--- src/include/dc_cal_pkg.sv ---
package dc_cal_pkg;

  // **********************************
  // Register map
  // **********************************
  localparam logic [7:0] OFS_CTRL1  = 8'h00;
  localparam logic [7:0] OFS_CTRL2  = 8'h04;
  localparam logic [7:0] OFS_CODES  = 8'h08;
  localparam logic [7:0] OFS_STATUS = 8'h0c;

  localparam int C1_DET_R    = 25;
  localparam int C1_DET_C    = 26;
  localparam int C1_OSC_TEST = 29;
  localparam int C2_START    = 5;
  localparam int C2_RANGE_LO = 22;
  localparam int C2_AUTO     = 24;
  localparam int C2_DIV_LO   = 25;
  localparam int C2_CLK_SEL  = 28;
  localparam int C2_TRIM_LO  = 29;
  localparam int CD_Q_LO     = 16;
  localparam int CD_I_LO     = 24;

  // **********************************
  // Reset values
  // **********************************
  localparam logic [31:0] CTRL1_RESET = 32'h0000_0000;
  localparam logic [31:0] CTRL2_RESET = 32'h6000_0000;
  localparam logic [7:0]  CODE_HALF   = 8'h80;

  // **********************************
  // Calibration sequencing
  // **********************************
  localparam logic [3:0] CAL_LAST = 4'h8;
  localparam int         DIV_W    = 15;
  localparam logic [8*DIV_W-1:0] RATIO_LUT_DEF = {
    15'h4000, 15'h2000, 15'h1000, 15'h0800,
    15'h0400, 15'h0200, 15'h0100, 15'h0080};

  typedef enum logic [1:0] {
    ST_IDLE = 2'b00,
    ST_RUN  = 2'b01
  } cal_state_e;

endpackage : dc_cal_pkg

--- src/logic/cal_clk_divider.sv ---
module cal_clk_divider
  import dc_cal_pkg::*;
#(
  parameter logic [8*DIV_W-1:0] RATIO_LUT = RATIO_LUT_DEF
) (
  input  wire logic       core_clk,
  input  wire logic       arst_n,
  input  wire logic       src_tick,
  input  wire logic       restart,
  input  wire logic [2:0] ratio_code,
  output logic            div_tick
);

  typedef struct packed {
    logic [DIV_W-1:0] cnt;
    logic             tick;
  } div_s;

  div_s q;
  div_s d;

  function automatic logic [DIV_W-1:0] ratio_of(input logic [2:0] c);
    ratio_of = RATIO_LUT[c*DIV_W +: DIV_W];
  endfunction : ratio_of

  always_comb begin
    d = q;
    d.tick = 1'b0;
    if (restart) begin
      d.cnt = '0;
    end else if (src_tick) begin
      // Compare with >= so a mid-run ratio change never overruns
      if (q.cnt >= ratio_of(ratio_code) - 1'b1) begin
        d.cnt  = '0;
        d.tick = 1'b1;
      end else begin
        d.cnt = q.cnt + 1'b1;
      end
    end
  end

  always_ff @(posedge core_clk or negedge arst_n) begin
    if (!arst_n) begin
      q <= '0;
    end else begin
      q <= d;
    end
  end

  assign div_tick = q.tick;
endmodule : cal_clk_divider

--- src/logic/dc_offset_autocal_control.sv ---
// How it works
// - Clock select bit 1 takes internal oscillator, 0 takes serial clock.
// - Three-bit trim field sets oscillator frequency, 300 kHz to 1.8 MHz.
// - Trim field resets to the 900 kHz code.
// - Oscillator test bit routes the oscillator to the readback pin.
// - Two-bit range field selects DAC full scale 50 to 200 microamps.
// - Automatic source bit set drives DACs from calibration code registers.
// - Correction codes start at half scale, 128.
// - Writing start begins calibration; hardware clears it on completion.
// - Calibration results stay put until a new calibration starts.
// - Two filter bits set detector bandwidth 10 MHz, 10 kHz or 1 kHz.
// - Three-bit divider field divides the calibration clock.
// - Loop converges in nine divided clock cycles.
// - With automatic source off, host-written codes drive the DACs.
module dc_offset_autocal_control
  import dc_cal_pkg::*;
#(
  parameter logic [8*DIV_W-1:0] RATIO_LUT = RATIO_LUT_DEF
) (
  input  wire logic        core_clk,
  input  wire logic        arst_n,
  input  wire logic        hsel,
  input  wire logic [31:0] haddr,
  input  wire logic [1:0]  htrans,
  input  wire logic        hwrite,
  input  wire logic [2:0]  hsize,
  input  wire logic [31:0] hwdata,
  input  wire logic        hready,
  output logic             hreadyout,
  output logic [31:0]      hrdata,
  output logic             hresp,
  input  wire logic        osc_pin,
  input  wire logic        sclk_pin,
  input  wire logic        det_i_high,
  input  wire logic        det_q_high,
  output logic [2:0]       osc_trim,
  output logic [1:0]       correction_dac_range,
  output logic             detector_resistor_ctrl,
  output logic             detector_capacitor_ctrl,
  output logic [7:0]       i_correction_code,
  output logic [7:0]       q_correction_code,
  output logic             cal_busy,
  output logic             readback_out
);

  // **********************************
  // State
  // **********************************
  typedef struct packed {
    cal_state_e  st;
    logic [31:0] ctrl1;
    logic [31:0] ctrl2;
    logic [7:0]  man_i;
    logic [7:0]  man_q;
    logic [7:0]  cal_i;
    logic [7:0]  cal_q;
    logic [2:0]  bidx;
    logic [3:0]  steps;
    logic [2:0]  osc_s;
    logic [2:0]  sclk_s;
    logic [1:0]  deti_s;
    logic [1:0]  detq_s;
    logic        ap_wr;
    logic [7:0]  ap_addr;
    logic [31:0] rdata;
    logic [7:0]  i_dac;
    logic [7:0]  q_dac;
    logic        rb;
  } state_s;

  state_s q;
  state_s d;

  logic src_tick;
  logic div_tick;
  logic start_req;
  logic finishing;
  logic ap_take;

  // **********************************
  // Helpers
  // **********************************
  function automatic logic [3:0] reg_sel(input logic [7:0] a);
    case (a)
      OFS_CTRL1:  reg_sel = 4'h1;
      OFS_CTRL2:  reg_sel = 4'h2;
      OFS_CODES:  reg_sel = 4'h4;
      OFS_STATUS: reg_sel = 4'h8;
      default:    reg_sel = 4'h0;
    endcase
  endfunction : reg_sel

  // One successive-approximation step; a high detector means too much code
  function automatic logic [7:0] sar_step(input logic [7:0] c,
                                          input logic [2:0] b,
                                          input logic       hi);
    sar_step = c;
    if (hi) begin
      sar_step[b] = 1'b0;
    end
    if (b != 3'h0) begin
      sar_step[b - 3'h1] = 1'b1;
    end
  endfunction : sar_step

  assign ap_take   = hsel & hready & htrans[1];
  assign src_tick  = q.ctrl2[C2_CLK_SEL] ? (q.osc_s[1] & ~q.osc_s[2])
                                          : (q.sclk_s[1] & ~q.sclk_s[2]);
  assign finishing = (q.st == ST_RUN) & div_tick & (q.steps == CAL_LAST);
  // A start written in the finishing cycle is not lost
  assign start_req = q.ap_wr & (reg_sel(q.ap_addr) == 4'h2)
                   & hwdata[C2_START] & ((q.st == ST_IDLE) | finishing);

  // **********************************
  // Next state
  // **********************************
  always_comb begin
    d = q;
    d.osc_s  = {q.osc_s[1:0], osc_pin};
    d.sclk_s = {q.sclk_s[1:0], sclk_pin};
    d.deti_s = {q.deti_s[0], det_i_high};
    d.detq_s = {q.detq_s[0], det_q_high};

    d.ap_wr = ap_take & hwrite;
    if (ap_take) begin
      d.ap_addr = haddr[7:0];
    end
    if (ap_take & ~hwrite) begin
      case (reg_sel(haddr[7:0]))
        4'h1:    d.rdata = q.ctrl1;
        4'h2:    d.rdata = q.ctrl2;
        4'h4:    d.rdata = {q.i_dac, q.q_dac, 16'h0000};
        4'h8:    d.rdata = {q.cal_i, q.cal_q, 8'h00, q.steps,
                            3'h0, (q.st == ST_RUN)};
        default: d.rdata = 32'h0000_0000;
      endcase
    end

    if (q.ap_wr) begin
      case (reg_sel(q.ap_addr))
        4'h1: d.ctrl1 = hwdata;
        4'h2: begin
          d.ctrl2 = hwdata;
          d.ctrl2[C2_START] = q.ctrl2[C2_START];
        end
        4'h4: begin
          d.man_i = hwdata[CD_I_LO +: 8];
          d.man_q = hwdata[CD_Q_LO +: 8];
        end
        default: d.ap_wr = d.ap_wr;
      endcase
    end

    case (q.st)
      ST_IDLE: d.st = ST_IDLE;
      ST_RUN: begin
        if (div_tick & (q.steps != CAL_LAST)) begin
          d.cal_i = sar_step(q.cal_i, q.bidx, q.deti_s[1]);
          d.cal_q = sar_step(q.cal_q, q.bidx, q.detq_s[1]);
          d.bidx  = q.bidx - 3'h1;
          d.steps = q.steps + 4'h1;
        end
      end
      default: d.st = ST_IDLE;
    endcase

    if (start_req) begin
      d.st              = ST_RUN;
      d.ctrl2[C2_START] = 1'b1;
      d.cal_i           = CODE_HALF;
      d.cal_q           = CODE_HALF;
      d.bidx            = 3'h7;
      d.steps           = 4'h0;
    end else if (finishing) begin
      d.st              = ST_IDLE;
      d.ctrl2[C2_START] = 1'b0;
    end

    // Codes move only inside a run, so results hold otherwise
    d.i_dac = q.ctrl2[C2_AUTO] ? q.cal_i : q.man_i;
    d.q_dac = q.ctrl2[C2_AUTO] ? q.cal_q : q.man_q;
    d.rb    = q.ctrl1[C1_OSC_TEST] & q.osc_s[1];
  end

  always_ff @(posedge core_clk or negedge arst_n) begin
    if (!arst_n) begin
      q       <= '0;
      q.st    <= ST_IDLE;
      q.ctrl1 <= CTRL1_RESET;
      q.ctrl2 <= CTRL2_RESET;
      q.man_i <= CODE_HALF;
      q.man_q <= CODE_HALF;
      q.cal_i <= CODE_HALF;
      q.cal_q <= CODE_HALF;
      q.i_dac <= CODE_HALF;
      q.q_dac <= CODE_HALF;
    end else begin
      q <= d;
    end
  end

  // **********************************
  // Divided calibration clock
  // **********************************
  cal_clk_divider #(
    .RATIO_LUT (RATIO_LUT)
  ) u_div (
    .core_clk   (core_clk),
    .arst_n     (arst_n),
    .src_tick   (src_tick),
    .restart    (start_req),
    .ratio_code (q.ctrl2[C2_DIV_LO +: 3]),
    .div_tick   (div_tick)
  );

  // **********************************
  // Outputs
  // **********************************
  assign hreadyout               = 1'b1;
  assign hresp                   = 1'b0;
  assign hrdata                  = q.rdata;
  assign osc_trim                = q.ctrl2[C2_TRIM_LO +: 3];
  assign correction_dac_range    = q.ctrl2[C2_RANGE_LO +: 2];
  assign detector_resistor_ctrl  = q.ctrl1[C1_DET_R];
  assign detector_capacitor_ctrl = q.ctrl1[C1_DET_C];
  assign i_correction_code       = q.i_dac;
  assign q_correction_code       = q.q_dac;
  assign cal_busy                = (q.st == ST_RUN);
  assign readback_out            = q.rb;

  // **********************************
  // Checks
  // **********************************
  logic [3:0] run_ticks_q;

  always_ff @(posedge core_clk or negedge arst_n) begin
    if (!arst_n) begin
      run_ticks_q <= 4'h0;
    end else if (start_req) begin
      run_ticks_q <= 4'h0;
    end else if ((q.st == ST_RUN) & div_tick) begin
      run_ticks_q <= run_ticks_q + 4'h1;
    end
  end
endmodule : dc_offset_autocal_control

--- config.mk ---
export PLATFORM = sky130hd
export DESIGN_NAME = dc_offset_autocal_control
export DESIGN_NICKNAME = d
export VERILOG_FILES = /design/src/include/dc_cal_pkg.sv /design/src/logic/cal_clk_divider.sv /design/src/logic/dc_offset_autocal_control.sv
export SDC_FILE = /design/constraint.sdc
export NUM_CORES = 1
export LEC_CHECK = 0
export ABC_AREA = 1
export BUFFER_PORTS_ARGS = -buffer_cell sky130_fd_sc_hd__buf_2
export CAP_MARGIN = 0
export CORE_UTILIZATION = 52
export DETAILED_ROUTE_END_ITERATION = 10
export GPL_TIMING_DRIVEN = 0
export PLACE_DENSITY = 0.77
export SLEW_MARGIN = 20
export SYNTH_ARGS = -nofsm -noshare
export SYNTH_HDL_FRONTEND = slang
export SYNTH_HIERARCHICAL = 1
export SYNTH_SLANG_ARGS = --single-unit
--- constraint.sdc ---
create_clock -name core_clk -period 2.35 [get_ports core_clk]
set_input_delay 0.3525 -clock core_clk [delete_from_list [all_inputs] [get_ports core_clk]]
set_output_delay 0.3525 -clock core_clk [all_outputs]
set_load 0.01 [all_outputs]
==> impl_metrics.csv <==
group,metric,value,unit
run_status,status,"finished with violations",
run_status,violations,"setup timing",
logic_synthesis,synthAdderAreaFrac,0.0188,
timing,final.setup_skew,10.2,ps
grt,grt_first_pass_wirelength,39.0,mm
timing,final_hold_viol_count,0,
clock_tree,numCtsBuffers,17,
timing,setup_viol,16,
clock_tree,ctsHtreeMaxLevel,4,
critical_path,critPathLaunchType,"flip-flop",
critical_path,end_kind,"flip-flop",
logic_synthesis,synth_common_cells,"nand2_1, dfrtp_1, nand3_1, o21ai_0, inv_1",
die,core.rowCount,48,
clock_tree,clock_latency,440,ps
min_path,min_path_cells,1,
critical_path,required,2680,ps
logic_synthesis,synth-xor-area-share,0.00845,
detailed_routing,drc,0,
logic_synthesis,synth_area_leader_cell,"dfrtp_1",
pwr,power.leakage,0.00575,uW
placed_design,portBuffers,106,
detailed_routing,routedWlPerCell,16.2,um
logic_synthesis,synth_area_leaders,"dfrtp_1, nand2_1, nand3_1, o21ai_0, buf_4",
detailed_routing,wl,24.0,mm
critical_path,worst-setup-path-type,"reg2reg",
die,pin_count,137,
clock_tree,cts.reportedPaths.clkPinSlew,70,ps
detailed_routing,vias,7931,
critical_path,crit_buf_inv,4,
logic_synthesis,synth_top_family_by_area,"simple AND/OR/NAND/NOR gates",
timing,tightestPinTransition,681,ps
cells_and_area,area_growth,18.0,%
detailed_routing,vias_per_cell,5.34,
logic_synthesis,yosys_most_used_dff,"dfrtp_1",
cells_and_area,drive_above_1_share,0.260,
die,die_x,136,um
critical_path,reg2regPathDepth,16,
timing,period_share,1.02,
flow_run,max-cap-violations,0,
critical_path,crit_family,"simple AND/OR/NAND/NOR gates",
grt,antenna_found_initial,0,
detailed_routing,ant_nets,0,
clock_tree,clk_path_buf_depth,2,
logic_synthesis,synth.distinct_cells,40,
die,die-area,18500,um^2
cells_and_area,fin_nets,1339,
critical_path,reg2reg_from,"q[133]",
critical_path,arrival,2720,ps
pwr,vdd_drop_max,568,uV
placed_design,preCtsSetupSlack,-334,ps
timing,slew_violations,0,
timing,slew_headroom,0.545,
logic_synthesis,async_flop_share,1.00,
min_path,hold_end,"d[61]",
critical_path,slowest_delay,420,ps
logic_synthesis,synth_top_area_share,0.483,
die,die_h,136,um
critical_path,path_cells,"buf_4 -> inv_2 -> nand3_2 -> ha_4 -> nand3_1 -> o211ai_1 -> ha_1 -> nand2_2 -> nor2_2 -> nand2_2 -> a21oi_4 -> nor2_4 -> buf_4 -> buf_12 -> nand3_1 -> nand2_1",
grt,overflow,0,
min_path,hp-start,"det_i_high",
clock_tree,cts_tree,"yes",
grt,track_usage,0.276,
grt,grt_max_degree,86,
cells_and_area,diodes,0,
die,initial_utilization,0.535,
timing,worst_slack,-39.6,ps
timing,rsz0062_at_grt,"yes",
timing,fin_crit,2390,ps
logic_synthesis,synth_edf_count,0,
critical_path,crit_slowest_cell,"dfrtp_1",
logic_synthesis,yosysMostFrequentCell,"nand2_1",
logic_synthesis,ys_ff_latch,188,
logic_synthesis,syn_area,9330,um^2
clock_tree,cts-root-buf,"clkbuf_16",
clock_tree,cts.sinks,188,
placed_design,dp_hpwl,16.7,mm
detailed_routing,firstDrtPassIters,5,
logic_synthesis,syn_area_per_cell,8.42,um^2
die,core-area,17400,um^2
detailed_routing,drtIter0Drc,706,
cells_and_area,finalNonFillerCells,1485,
logic_synthesis,ys_seq_area_frac,0.506,
logic_synthesis,synth_warnings,6,
logic_synthesis,synth_nets,1199,
logic_synthesis,synthCells,1107,
logic_synthesis,synth_compound_area_frac,0.0741,
timing,fmax,0.418,GHz
pwr,p_per_area,727,nW/um^2
critical_path,critPathMaxFanout,6,
logic_synthesis,yosys.area_share.simple,0.270,
grt,grt_pass1_vias,7591,
placed_design,placedCellCount,1440,
critical_path,worst-r2r-setup-slack,-40,ps
logic_synthesis,synthMuxAreaShare,0.0145,
placed_design,gp_congestion,0.937,
min_path,hold_class,"in2reg",
critical_path,r2r-end,"u_div/q[13]",
cells_and_area,fill_cells,1447,
-- layout by cell type (no fill, tap or decap), drive strengths merged, types with 6 or more instances in the layout --
master  synthesis  layout
a21oi          21      21
buf            82     202
nand2         367     367
dfstp           8       8
mux2           12      12
nor3            6       6
o21ai         102     102
nand3         103     103
inv            88      92
nand4          24      24
dfrtp         180     180
ha             14      14
clkbuf         18      38
nor2           60      60
-- report_power, final --
group | internal [uW] | switching, uW
Combinational | 425 | 583
Clock | 1740 | 1280
Sequential | 3670 | 299
-- registers in the layout (all words and copies together) (netlist names), 2 cells and up --
| signal | cells |
|---|---|
| d | 6 |
| q_correction_code | 8 |
| q | 110 |
| u_div/q | 15 |
| hrdata | 32 |
| i_correction_code | 8 |
| osc_trim | 3 |
| correction_dac_range | 2 |
-- worst register-to-register path, cell delays in order (launching register included) --
cell and delay [ps]:
dfrtp_1 420, buf_4 160, inv_2 80, nand3_2 100, ha_4 190, nand3_1 70
o211ai_1 110, ha_1 300, nand2_2 60, nor2_2 140, nand2_2 90, a21oi_4 140
nor2_4 50, buf_4 130, buf_12 120, nand3_1 70, nand2_1 50
-- timing repair --
action	4_1_cts	5_1_grt
hold endpoints to repair	49	0
endpoints found under the setup margin	16	16
buffers inserted	10	1
pin swaps	10	6
hold buffers	1	0
gates resized for setup	19	5
gates cloned	1	0
-- worst max path at each step --
stage / startpoint / to / slack (ps) / cells after the start
2_1_floorplan: q[132] / u_div/q[3] / 30 / 17
3_3_place_gp: arst_n / hrdata[20] / -2060 / 1
3_5_place_dp: q[132] / u_div/q[7] / -330 / 17
4_1_cts: q[133] / u_div/q[6] / -30 / 16
5_1_grt: q[132] / u_div/q[15] / -170 / 17
6_report: q[133] / u_div/q[13] / -40 / 16
-- cell families after synthesis --
| group | after synthesis |
|---|---|
| AND/OR/NAND/NOR | 561 |
| buffers and inverters | 189 |
| flip-flops | 188 |
| AO/OA/AOI/OAI | 131 |
| adder cells (fa/ha/maj) | 14 |
| multiplexers | 12 |
| XOR/XNOR | 9 |
| other | 3 |
-- per-layer routing --
metal  up-vias  global-route usage  part of all wire
met1      3814               0.373              0.43
met5         -                   0                 0
met3        42              0.0459             0.061
met4         0               0.107             0.025
li1       3773                   -                 -
met2       302               0.444              0.48
-- through the flow --
stage	power, uW	cell area, um^2	util	setup TNS, ps	hold slack (ps)
global route	8310	11000	0.632	-2260	1.40
floorplan	4580	9330	-	0	56.9
CTS	8000	11000	0.631	-99.3	1.94
detailed placement	4960	10200	0.586	-4370	280
global placement	4900	10100	0.582	-379950	335
finish	8000	11000	0.632	-406	12.4
-- area by class of cell --
type,count,area (um^2),share of cell area
Multi-Input combinational cell,730,3660,0.332
Inverter,89,334,0.0304
Clock buffer,20,457,0.0415
Sequential cell,188,4720,0.429
Timing Repair Buffer,121,732,0.0665
Buffer,100,668,0.0607
Clock inverter,12,159,0.0144
Tap cell,225,282,0.0256
(Power assumes the default switching activity.)
